[config.mk]
export PLATFORM = sky130hd
export DESIGN_NAME = dscd_host
export DESIGN_NICKNAME = d
export VERILOG_FILES = /design/src/dscd_pkg.sv /design/src/dscd_shift.sv /design/src/dscd_host.sv
export SDC_FILE = /design/constraint.sdc
export NUM_CORES = 1
export LEC_CHECK = 0
export BUFFER_PORTS_ARGS = -buffer_cell sky130_fd_sc_hd__buf_2
export CAP_MARGIN = 20
export CORE_UTILIZATION = 55
export DETAILED_ROUTE_END_ITERATION = 12
export GPL_TIMING_DRIVEN = 0
export PLACE_DENSITY = 0.82
export SLEW_MARGIN = 0
export SYNTH_ARGS = -nofsm -noshare
export SYNTH_HDL_FRONTEND = slang
export SYNTH_SLANG_ARGS = --single-unit
[constraint.sdc]
create_clock -name CORE_CLK_I -period 2.36 [get_ports CORE_CLK_I]
set_input_delay 0.118 -clock CORE_CLK_I [delete_from_list [all_inputs] [get_ports CORE_CLK_I]]
set_output_delay 0.118 -clock CORE_CLK_I [all_outputs]
set_load 0.01 [all_outputs]
[src/dscd_pkg.sv]
/*
 * Constants, command codes, request types and pin carrier for the host side
 * controller of an eight channel serial converter command decoder.
 * Assumes a single core clock at 100 MHz; the serial clock is derived from it.
 */
// Functional notes
// RULE1: Code-to-all, wide variant: code bits 23:8.
// RULE2: Code-to-all, narrow variant: code bits 23:12.
// RULE3: 0x79 writes code everywhere, updates all.
// RULE4: 0x7A loads settings 19:8 into all.
// RULE5: 0x7B loads settings and updates all.
// RULE6: 0x7C carries no data, updates all.
// RULE7: Per-channel update refreshes addressed channel only.
// RULE8: Read 0x8/channel returns adjusted channel code.
// RULE9: Read 0x9/channel returns channel settings.
// RULE10: Read 0xA/channel returns offset adjustment.
// RULE11: Read 0xB/channel returns gain adjustment.
// RULE12: 0xF0-0xF2 read config, sleep, input select.
// RULE13: 0xF3, 0xF4 read toggle, toggle enable.
// RULE14: 0xF5 reads analog multiplexer control.
// RULE15: 0xF6 reads faults, 0xF7 thermal status.
// RULE16: Sleep bits power channels down, reset zero.
// RULE17: 0xFF and unknown codes are no-operations.
// RULE18: Non-updating broadcasts leave outputs unchanged.
package dscd_pkg;

    // ----------------------------------------------------------------
    // Frame layout
    // ----------------------------------------------------------------
    localparam int FRAME_W = 32;
    localparam int DATA_W = 24;
    localparam int CODE_WIDE_LSB = 8;
    localparam int CODE_NARROW_LSB = 12;
    localparam int SET_LSB = 8;
    localparam int SLEEP_LSB = 8;

    // ----------------------------------------------------------------
    // Command codes
    // ----------------------------------------------------------------
    localparam logic [7:0] CMD_WR_PWRDN = 8'h71;
    localparam logic [7:0] CMD_CODE_ALL = 8'h78;
    localparam logic [7:0] CMD_CODE_ALL_UPD = 8'h79;
    localparam logic [7:0] CMD_SET_ALL = 8'h7A;
    localparam logic [7:0] CMD_SET_ALL_UPD = 8'h7B;
    localparam logic [7:0] CMD_UPD_ALL = 8'h7C;
    localparam logic [7:0] CMD_NOP = 8'hFF;
    localparam logic [3:0] HI_UPD_CH = 4'h6;
    localparam logic [3:0] HI_RD_CODE = 4'h8;
    localparam logic [3:0] HI_RD_SET = 4'h9;
    localparam logic [3:0] HI_RD_OFS = 4'hA;
    localparam logic [3:0] HI_RD_GAIN = 4'hB;
    localparam logic [3:0] HI_RD_GLOBAL = 4'hF;

    // ----------------------------------------------------------------
    // Timing
    // ----------------------------------------------------------------
    localparam int CLK_PERIOD_NS = 10;
    localparam int SCK_PERIOD_NS = 40;
    localparam int HALF_CYC = SCK_PERIOD_NS / (2 * CLK_PERIOD_NS);
    localparam logic [7:0] RST_CNT = 8'h00;

    // ----------------------------------------------------------------
    // Types
    // ----------------------------------------------------------------
    typedef enum logic [3:0] {
        OP_NOP,
        OP_CODE_ALL,
        OP_CODE_ALL_UPD,
        OP_SET_ALL,
        OP_SET_ALL_UPD,
        OP_UPD_ALL,
        OP_UPD_CH,
        OP_WR_PWRDN,
        OP_RD_CODE,
        OP_RD_SET,
        OP_RD_OFS,
        OP_RD_GAIN,
        OP_RD_GLOBAL
    } dscd_op_e;

    typedef struct packed {
        dscd_op_e op;
        logic [3:0] chan;
        logic [2:0] gsel;
        logic [15:0] wide_code_field;
        logic [11:0] settings;
        logic [7:0] channel_sleep_bits;
    } dscd_req_s;

    typedef struct packed {
        logic sck;
        logic cs_n;
        logic sdi;
    } dscd_pin_s;

endpackage

[src/dscd_shift.sv]
/*
 * Serial frame engine: shifts one frame out MSB first on a divided clock and
 * captures the returned bits. Assumes the device samples on the rising serial
 * edge and changes its output on the falling one.
 */
`timescale 1ns/1ps
module dscd_shift
    import dscd_pkg::*;
(
    // Clock and reset
    input wire logic clk_i,
    input wire logic rst_n_i,
    // Frame request
    input wire logic start_i,
    input wire logic [FRAME_W-1:0] frame_i,
    output logic busy_o,
    output logic done_o,
    output logic [FRAME_W-1:0] rx_o,
    // Serial pins
    input wire logic sdo_i,
    output dscd_pin_s pin_o
);
    typedef enum logic [2:0] {SH_IDLE, SH_LEAD, SH_HIGH, SH_LOW, SH_GAP} dscd_sh_e;

    dscd_sh_e st;
    logic [7:0] cnt;
    logic [5:0] bits;
    logic [FRAME_W-1:0] shreg;
    logic sdo_meta;
    logic sdo_sync;
    logic sck;
    logic cs_n;
    logic sdi;
    logic half_end;

    // Two flops on the pin; only the second stage is read.
    always_ff @(posedge clk_i) begin
        if (!rst_n_i) begin
            sdo_meta <= 1'b0;
            sdo_sync <= 1'b0;
        end else begin
            sdo_meta <= sdo_i;
            sdo_sync <= sdo_meta;
        end
    end

    assign half_end = (cnt == 8'(HALF_CYC - 1));

    // Divider counter restarts at every phase change.
    always_ff @(posedge clk_i) begin
        if (!rst_n_i || st == SH_IDLE || half_end) begin
            cnt <= RST_CNT;
        end else begin
            cnt <= cnt + 8'h01;
        end
    end

    // Phase sequencer. The sync delay equals a half period, so the
    // sample taken at the end of the high phase is settled device data.
    always_ff @(posedge clk_i) begin
        if (!rst_n_i) begin
            st <= SH_IDLE;
            sck <= 1'b0;
            cs_n <= 1'b1;
            sdi <= 1'b0;
            bits <= 6'h00;
            shreg <= '0;
            rx_o <= '0;
            done_o <= 1'b0;
        end else begin
            done_o <= 1'b0;
            case (st)
                SH_IDLE: begin
                    if (start_i) begin
                        shreg <= frame_i;
                        sdi <= frame_i[FRAME_W-1];
                        cs_n <= 1'b0;
                        bits <= 6'h00;
                        st <= SH_LEAD;
                    end
                end
                SH_LEAD, SH_LOW: begin
                    if (half_end) begin
                        sck <= 1'b1;
                        st <= SH_HIGH;
                    end
                end
                SH_HIGH: begin
                    if (half_end) begin
                        rx_o <= {rx_o[FRAME_W-2:0], sdo_sync};
                        sck <= 1'b0;
                        if (bits == 6'(FRAME_W - 1)) begin
                            st <= SH_GAP;
                        end else begin
                            shreg <= {shreg[FRAME_W-2:0], 1'b0};
                            sdi <= shreg[FRAME_W-2];
                            bits <= bits + 6'h01;
                            st <= SH_LOW;
                        end
                    end
                end
                SH_GAP: begin
                    cs_n <= 1'b1;
                    if (half_end) begin
                        done_o <= 1'b1;
                        st <= SH_IDLE;
                    end
                end
                default: begin
                    st <= SH_IDLE;
                end
            endcase
        end
    end

    assign busy_o = (st != SH_IDLE);
    assign pin_o = '{sck: sck, cs_n: cs_n, sdi: sdi};

endmodule

[src/dscd_host.sv]
/*
 * Host controller that turns user requests into serial command frames for an
 * eight channel converter and returns read-back words.
 * Assumes one request at a time on a valid/ready handshake in the core clock
 * domain and a device that answers a read in the frame that follows it.
 */
`timescale 1ns/1ps
module dscd_host
    import dscd_pkg::*;
(
    // Clock and reset
    input wire logic CORE_CLK_I,
    input wire logic RESETN_I,
    // Device variant: high for the 16-bit part
    input wire logic WIDE_VARIANT_I,
    // Request
    input wire logic REQ_VALID_I,
    input wire dscd_req_s REQ_I,
    output logic REQ_READY_O,
    // Answer
    output logic DONE_O,
    output logic RSP_VALID_O,
    output logic [DATA_W-1:0] RSP_DATA_O,
    // Serial link
    input wire logic SDO_I,
    output logic SCK_O,
    output logic CS_N_O,
    output logic SDI_O
);
    // ----------------------------------------------------------------
    // Declarations
    // ----------------------------------------------------------------
    typedef enum logic [1:0] {H_IDLE, H_CMD, H_FETCH} dscd_st_e;

    dscd_st_e st;
    dscd_req_s req_q;
    logic wide_q;
    logic accept;
    logic is_read;
    logic read_q;
    logic start;
    logic [FRAME_W-1:0] next_frame;
    logic [FRAME_W-1:0] frame_q;
    logic [FRAME_W-1:0] start_frame;
    logic sh_busy;
    logic sh_done;
    logic [FRAME_W-1:0] sh_rx;
    dscd_pin_s pins;
    logic [7:0] next_cmd;
    logic [DATA_W-1:0] next_data;

    // ----------------------------------------------------------------
    // Frame builder
    // ----------------------------------------------------------------
    // Maps an operation to its command byte and data word. Anything not
    // recognised goes out as the no-operation code so the device ignores it.
    always_comb begin
        next_cmd = CMD_NOP;
        next_data = '0;
        case (REQ_I.op)
            OP_CODE_ALL, OP_CODE_ALL_UPD: begin
                next_cmd = (REQ_I.op == OP_CODE_ALL) ? CMD_CODE_ALL : CMD_CODE_ALL_UPD; // see RULE3 see RULE18
                if (WIDE_VARIANT_I) begin
                    next_data[CODE_WIDE_LSB +: 16] = REQ_I.wide_code_field; // see RULE1
                end else begin
                    next_data[CODE_NARROW_LSB +: 12] = REQ_I.wide_code_field[11:0]; // see RULE2
                end
            end
            OP_SET_ALL, OP_SET_ALL_UPD: begin
                next_cmd = (REQ_I.op == OP_SET_ALL) ? CMD_SET_ALL : CMD_SET_ALL_UPD; // see RULE4 see RULE5
                next_data[SET_LSB +: 12] = REQ_I.settings;
            end
            OP_UPD_ALL: begin
                next_cmd = CMD_UPD_ALL; // see RULE6
            end
            OP_UPD_CH: begin
                next_cmd = {HI_UPD_CH, REQ_I.chan}; // see RULE7
            end
            OP_WR_PWRDN: begin
                next_cmd = CMD_WR_PWRDN;
                next_data[SLEEP_LSB +: 8] = REQ_I.channel_sleep_bits; // see RULE16
            end
            OP_RD_CODE: begin
                next_cmd = {HI_RD_CODE, REQ_I.chan}; // see RULE8
            end
            OP_RD_SET: begin
                next_cmd = {HI_RD_SET, REQ_I.chan}; // see RULE9
            end
            OP_RD_OFS: begin
                next_cmd = {HI_RD_OFS, REQ_I.chan}; // see RULE10
            end
            OP_RD_GAIN: begin
                next_cmd = {HI_RD_GAIN, REQ_I.chan}; // see RULE11
            end
            OP_RD_GLOBAL: begin
                // Selects 0 to 7 reach the eight global read codes.
                next_cmd = {HI_RD_GLOBAL, 1'b0, REQ_I.gsel}; // see RULE12 see RULE13 see RULE14 see RULE15
            end
            default: begin
                next_cmd = CMD_NOP; // see RULE17
            end
        endcase
        next_frame = {next_cmd, next_data};
    end

    assign is_read = (REQ_I.op == OP_RD_CODE) || (REQ_I.op == OP_RD_SET) ||
                     (REQ_I.op == OP_RD_OFS) || (REQ_I.op == OP_RD_GAIN) ||
                     (REQ_I.op == OP_RD_GLOBAL);

    // ----------------------------------------------------------------
    // Sequencer
    // ----------------------------------------------------------------
    // Ready only while idle and the engine has finished its gap, so a
    // request is never dropped and frames never overlap.
    assign REQ_READY_O = (st == H_IDLE) && !sh_busy;
    assign accept = REQ_VALID_I && REQ_READY_O;

    // A read needs a trailing no-operation frame to clock its answer out.
    assign start = accept || (st == H_CMD && sh_done && read_q);
    assign start_frame = accept ? next_frame : {CMD_NOP, {DATA_W{1'b0}}};

    // Request capture, kept for the checks below and for the read flag.
    always_ff @(posedge CORE_CLK_I) begin
        if (!RESETN_I) begin
            req_q <= '0;
            frame_q <= '0;
            read_q <= 1'b0;
            wide_q <= 1'b0;
        end else if (accept) begin
            req_q <= REQ_I;
            frame_q <= next_frame;
            read_q <= is_read;
            wide_q <= WIDE_VARIANT_I;
        end
    end

    // State of the request in flight.
    always_ff @(posedge CORE_CLK_I) begin
        if (!RESETN_I) begin
            st <= H_IDLE;
        end else begin
            case (st)
                H_IDLE: begin
                    if (accept) begin
                        st <= H_CMD;
                    end
                end
                H_CMD: begin
                    if (sh_done) begin
                        st <= read_q ? H_FETCH : H_IDLE;
                    end
                end
                H_FETCH: begin
                    if (sh_done) begin
                        st <= H_IDLE;
                    end
                end
                default: begin
                    st <= H_IDLE;
                end
            endcase
        end
    end

    // Answer outputs. DONE_O closes every request; a read also raises
    // RSP_VALID_O with the word from the trailing frame.
    always_ff @(posedge CORE_CLK_I) begin
        if (!RESETN_I) begin
            DONE_O <= 1'b0;
            RSP_VALID_O <= 1'b0;
            RSP_DATA_O <= '0;
        end else begin
            DONE_O <= sh_done && ((st == H_CMD && !read_q) || st == H_FETCH);
            RSP_VALID_O <= sh_done && (st == H_FETCH);
            if (sh_done && st == H_FETCH) begin
                RSP_DATA_O <= sh_rx[DATA_W-1:0]; // see RULE8 see RULE12
            end
        end
    end

    // ----------------------------------------------------------------
    // Serial engine
    // ----------------------------------------------------------------
    dscd_shift u_shift (
        .clk_i(CORE_CLK_I),
        .rst_n_i(RESETN_I),
        .start_i(start),
        .frame_i(start_frame),
        .busy_o(sh_busy),
        .done_o(sh_done),
        .rx_o(sh_rx),
        .sdo_i(SDO_I),
        .pin_o(pins)
    );

    assign SCK_O = pins.sck;
    assign CS_N_O = pins.cs_n;
    assign SDI_O = pins.sdi;
endmodule

==> results of run 1 <==
[layout by cell type (no fill, tap or decap), drive strengths merged, types with 5 or more instances in the layout]
cell type and n:
a211oi 5, a21oi 77, a22o 5, a2bb2oi 8, a31oi 5, and2 5
and3 5, buf 99, clkbuf 32, dfxtp 99, inv 9, mux2 13
mux2i 8, nand2 122, nand3 15, nor2 28, nor3 9, o21ai 21
o22ai 5, o32ai 6, xor2 6
[stage by stage]
stage               std cells  power, W  worst slack [ns]  cell area [µm²]  hold WS (ns)
floorplan                 548   0.00209             0.528             4530         0.245
global placement          729   0.00221             0.408             5050         0.330
detailed placement        729   0.00223             0.354             5050         0.338
CTS                       746   0.00324             0.336             5250         0.115
global route              746   0.00337             0.183             5250         0.135
finish                    746   0.00324             0.299             5250         0.142
[layer usage]
layer | global-route usage (%) | vias to the layer above | wire length [µm]
li1 | - | 2113 | -
met1 | 33.4 | 2041 | 5030
met2 | 45.0 | 158 | 5190
met3 | 3.53 | 21 | 545
met4 | 10.9 | 0 | 227
met5 | 0 | - | 0
[worst register-to-register path, delay by kind of cell (launching register included)]
family / cells / cell delay (ns)
fa+ha+maj: 1 / 0.23
simple gates: 2 / 0.46
flops: 1 / 0.39
buf+inv: 3 / 0.44
compound gates: 3 / 0.44
[report_power, final]
group	switching (W)	leakage, nW	internal (W)	total [W]
combinational	0.000253	1.11	0.000189	0.000442
clock	0.000630	0.0917	0.000408	0.00104
sequential	0.0000322	0.803	0.00173	0.00176
[sequential cells by signal (all words and copies together), names as in the netlist, 2 cells and up]
| signal | count |
|---|---|
| u_shift.shreg | 23 |
| st | 2 |
| u_shift.bits | 6 |
| RSP_DATA_O | 24 |
| u_shift.st | 3 |
| u_shift.cnt | 8 |
| u_shift.rx_o | 24 |
[cell type report]
| class | count | area share [%] |
|---|---|---|
| clock inverter | 6 | 1.17 |
| multi-input combinational | 400 | 44.1 |
| timing repair buffer | 80 | 7.72 |
| clock buffer | 10 | 2.43 |
| tap | 102 | 2.43 |
| sequential | 99 | 37.7 |
| buffer | 42 | 3.93 |
| inverter | 7 | 0.500 |
[logic make-up after synthesis]
| group | synth area share [%] |
|---|---|
| AND/OR/NAND/NOR | 20.6 |
| flip-flops | 43.7 |
| buffers and inverters | 5.13 |
| AO/OA/AOI/OAI | 23.1 |
| adder cells (fa/ha/maj) | 0.828 |
| XOR/XNOR | 1.55 |
| multiplexers | 5.08 |
[worst paths after layout]
check,from,endpoint,slack [ns],cells after the start
worst max-delay path,u_shift.bits[1],u_shift.shreg[16],0.30,9
worst min-delay path,REQ_I[20],u_shift.shreg[8],0.14,4
worst max register to register,u_shift.bits[1],u_shift.shreg[16],0.30,9
worst min register to register,u_shift.sdo_sync,u_shift.rx_o[0],0.45,2
==> impl_metrics.yaml, run 1 <==
yosys:
  synth_top_cell_area_share_pct: 43.7
  synth_area_leaders: "dfxtp_1, nand2_1, a21oi_1, mux2_2, o21ai_0"
  mappedNetlistArea_um2: 4530
  yosysTopAreaCell: "dfxtp_1"
  synth-async-reset-ratio_pct: 0
  synth_top_cells_by_count: "nand2_1, dfxtp_1, a21oi_1"
  synth_warnings: 0
  postSynthAreaPerCell_um2: 8.27
  synth.ff_latch_count: 99
  yosysSeqAreaShare_pct: 43.7
  synth-main-ff-cell: "dfxtp_1"
  ys_types: 60
  post_synth_inst_count: 548
  synth_edf_count: 0
  postSynthNetCount: 603
  post-synth-top-count-cell: "nand2_1"
floorplan:
  fp.dieArea_um2: 8610
  die_height_um: 92.8
  row_count: 32
  fp.dieW_um: 92.8
  core_region_area_um2: 7850
  initial_utilization_pct: 57.7
  io_pins: 82
setup_path:
  worst-path-max-fanout: 10
  cp-end-kind: "register"
  crit_buf_inv: 3
  path_cells: "ha_1 -> nand3_2 -> or3b_1 -> buf_2 -> a21bo_1 -> buf_6 -> buf_6 -> o21ai_0 -> a21oi_1"
  cpMaxStageDelayCell: "dfxtp_1"
  worst_path_most_repeated_cell: "buf_6"
  worst-setup-path-type: "reg -> reg"
  worst_ep_arrival_time_ns: 2.31
  worst_path_dominant_cell_family: "simple AND/OR/NAND/NOR gates"
  worstSetupStartpointType: "register"
  required_ns: 2.61
  timing.critical_path.slowest_cell_delay_ns: 0.39
cells_and_area:
  multiInputGateArea_um2: 2320
  final_layout_size_suffix_gt1_share_pct: 21.7
  final_core_util_pct: 66.9
  layout.filler_cells: 703
  sequential_cell_area_um2: 1980
  diodes: 0
  syn_to_final_growth_pct: 15.9
  final_net_count: 694
placement:
  port_buffers: 79
  post-dp-hpwl_um: 7890
  gp_congestion: 0.889
clock_network:
  cts_htree_levels: 3
  root_buffer_selected_by_cts: "clkbuf_8"
  clock_path_buffers: 2
  source_to_sink_clock_delay_at_the_later_pin_of_the_worst_skew_pair_ns: 0.37
  post_cts_hold_buffer_count: 1
  clock-sinks: 99
  cts_inserted_buffers: 9
  tritoncts: "done"
  cts_setup_buffers: 0
  clk_pin_slew_worst_paths_ns: 0.10
  ctsResizeCount: 0
grt:
  initial_antenna_violation_count: 0
  maximum_number_of_pins_on_one_net_before_global_route_repair: 19
  via_count_of_the_first_global_routing_pass: 4060
  grt.total_usage_pct: 26.4
  globalRoute.totalOverflow: 0
  grt_pass1_wl_um: 18200
timing:
  timing.final.max_slew_violations: 0
  rsz0062_at_grt: "no"
  clock_skew_ns: 0.0127
  timing.fmax_mhz: 485
  post-route-min-period_ns: 2.06
  setup_total_negative_slack_ns: 0
  transition_time_of_the_tightest_slew_check_pin_ns: 0.630
  final.period_utilization_pct: 87.3
  timing.final.hold_violations: 0
  relative_slew_slack_pct: 58.0
  timing.final.setup_violations: 0
pwr:
  power.density_cell_area_nw_per_um2: 616
  p_leak_nw: 2.00
  ir_worst_vdd_uv: 390
routing:
  initialDrtViolationCount: 260
  post-route-drc-count: 0
  postRouteWirelength_um: 11000
  wl_per_cell_um: 14.7
  drt-pass1-iter-count: 7
  routed_via_density: 5.81
  routed-via-count: 4333
  ant_nets: 0
job:
  drv.max_cap_violation_count: 0
min_path:
  worst_hold_path_type: "in -> reg"
status:
  outcome: "complete, no violations"
No activity file was read; power rests on OpenSTA's default activity.
==> run 2, diff against run 1 <==
CELL_PAD_IN_SITES_DETAIL_PLACEMENT = 1   (was default)
CELL_PAD_IN_SITES_GLOBAL_PLACEMENT = 1   (was default)
CORE_UTILIZATION = 43   (was 55)
CTS_BUF_LIST = sky130_fd_sc_hd__clkbuf_8   (was default)
PLACE_DENSITY = 0.85   (was 0.82)
==> run 2 against run 1 <==
Net effect: flip-flop and latch count unchanged; non-clock buffer count did not move; cell area grew 1.0%; utilization is 15 points lower; cell count rose by 4.6%; count of clock-buffer cells in the layout is 1 lower; critical endpoint is now u_shift.shreg[13]; largest power group unchanged.
==> impl_metrics.yaml, run 2 (synthesis gave the netlist of run 1 again) <==
placement:
  port_buffers: 79
  placed_instance_area_um2: 5100
  post-dp-hpwl_um: 9300
  gp_congestion: 0.811
  dpl.cell_count: 763
floorplan:
  io_pins: 82
  row_count: 37
  core_region_area_um2: 10300
  initial_utilization_pct: 44.1
  fp.dieArea_um2: 11000
  die_height_um: 105
  fp.dieW_um: 105
pwr:
  power.internal_w: 0.00241
  power_switching_w: 0.000896
  clock_power_share_pct: 33.3
  power.share.switching_pct: 27.1
  power.density_cell_area_nw_per_um2: 623
  report.power.total_w: 0.00331
  seq_power_share_pct: 53.2
  p_leak_nw: 2.01
  power.combinational.fraction_pct: 13.5
  ir_worst_vdd_uv: 332
timing:
  clock_skew_ns: 0.0132
  timing.fmax_mhz: 474
  transition_time_of_the_tightest_slew_check_pin_ns: 0.625
  timing.final.hold_violations: 0
  post-route-min-period_ns: 2.11
  relative_slew_slack_pct: 58.3
  timing.final.setup_violations: 0
  rsz0062_at_grt: "no"
  final.period_utilization_pct: 89.4
  setup_total_negative_slack_ns: 0
  timing.final.max_slew_violations: 0
setup_path:
  timing.critical_path.slowest_cell_delay_ns: 0.40
  path_cells: "ha_1 -> nand3_2 -> or3b_1 -> buf_2 -> a21bo_1 -> buf_6 -> buf_6 -> o21ai_0 -> a21oi_1"
  cpMaxStageDelayCell: "dfxtp_1"
  worst-path-max-fanout: 10
  worstSetupStartpointType: "register"
  cp-end-kind: "register"
  worst_path_most_repeated_cell: "buf_6"
  worst-setup-path-type: "reg -> reg"
  required_ns: 2.60
  worst_ep_arrival_time_ns: 2.35
grt:
  grt_pass1_wl_um: 20900
  initial_antenna_violation_count: 0
  grt.total_usage_pct: 23.6
  via_count_of_the_first_global_routing_pass: 4377
  maximum_number_of_pins_on_one_net_before_global_route_repair: 18
  globalRoute.totalOverflow: 0
clock_network:
  cts_inserted_buffers: 9
  ctsResizeCount: 0
  clk_pin_slew_worst_paths_ns: 0.09
  source_to_sink_clock_delay_at_the_later_pin_of_the_worst_skew_pair_ns: 0.37
  root_buffer_selected_by_cts: "clkbuf_8"
  cts_htree_levels: 3
  clock_path_buffers: 2
  tritoncts: "done"
  clock-sinks: 99
cells_and_area:
  diodes: 0
  final_cell_area_um2: 5310
  final_net_count: 694
  post_layout_nonfiller_instances: 780
  leading_cell_types_in_the_layout_fill_and_taps_excluded: "nand2_1, dfxtp_1, buf_2"
  mostFrequentLayoutCell: "nand2_1"
  syn_to_final_growth_pct: 17.1
  final_core_util_pct: 51.6
  final_layout_size_suffix_gt1_share_pct: 21.7
  reg.largest.list: "RSP_DATA_O: 24 flops, u_shift.rx_o: 24 flops, u_shift.shreg: 23 flops"
routing:
  post-route-drc-count: 0
  routed-via-count: 4301
  routed_via_density: 5.51
  initialDrtViolationCount: 189
  postRouteWirelength_um: 12400
  drt-pass1-iter-count: 4
  ant_nets: 0
  wl_per_cell_um: 15.9
status:
  outcome: "complete, no violations"
job:
  drv.max_cap_violation_count: 0
min_path:
  worst_hold_path_type: "in -> reg"
run 2: path summary, 6_finish.rpt:
path / from / end / slack, ns / cells after the start
setup / recovery: u_shift.bits[0] / u_shift.shreg[13] / 0.25 / 9
hold / removal: RESETN_I / u_shift.shreg[26] / 0.14 / 3
setup reg to reg: u_shift.bits[0] / u_shift.shreg[13] / 0.25 / 9
hold reg to reg: u_shift.sdo_sync / u_shift.rx_o[0] / 0.46 / 2
run 2: final cells by class:
class	count	area (µm²)
multi-input combinational	400	2320
inverter	7	26.3
clock buffer	9	124
timing repair buffer	80	405
clock inverter	7	75.1
tap	136	170
buffer	42	206
fill	1324	4970
sequential	99	1980
run 2: timing repair:
item | 4_1_cts | 5_1_grt
hold buffers | 1 | 0
setup buffers | 0 | 0
hold endpoints to repair | 1 | 0
run 2: metrics by stage:
stage | setup WS (ns) | hold WS (ns)
6_report | 0.250 | 0.145
5_1_grt | 0.143 | 0.143
4_1_cts | 0.238 | 0.131
3_5_place_dp | 0.297 | 0.331
3_3_place_gp | 0.353 | 0.328
2_1_floorplan | 0.528 | 0.245
run 2: worst max-delay path: cells and delay by family (launching register included):
kind | cells | cell delay [ns]
adders and majority gates | 1 | 0.24
DFF | 1 | 0.40
buffers and inverters | 3 | 0.44
and+or+nand+nor | 2 | 0.46
AOI/OAI and AO/OA | 3 | 0.45
run 2: layer usage:
metal	share of wire [%]	GRT usage (%)	vias to the layer above
li1	-	-	2106
met1	45	28.6	2096
met2	50	42.6	90
met3	3.9	4.24	9
met4	1.0	6.24	0
met5	0	0	-
run 2: power by group through the flow:
stage / Clock (W) / Combinational [W] / Sequential [W]
after global placement: 0 / 0.000429 / 0.00179
after floorplan: 0 / 0.000298 / 0.00179
after CTS: 0.00113 / 0.000449 / 0.00176
after global routing: 0.00120 / 0.000493 / 0.00177
final: 0.00110 / 0.000447 / 0.00176
after detailed placement: 0 / 0.000444 / 0.00180
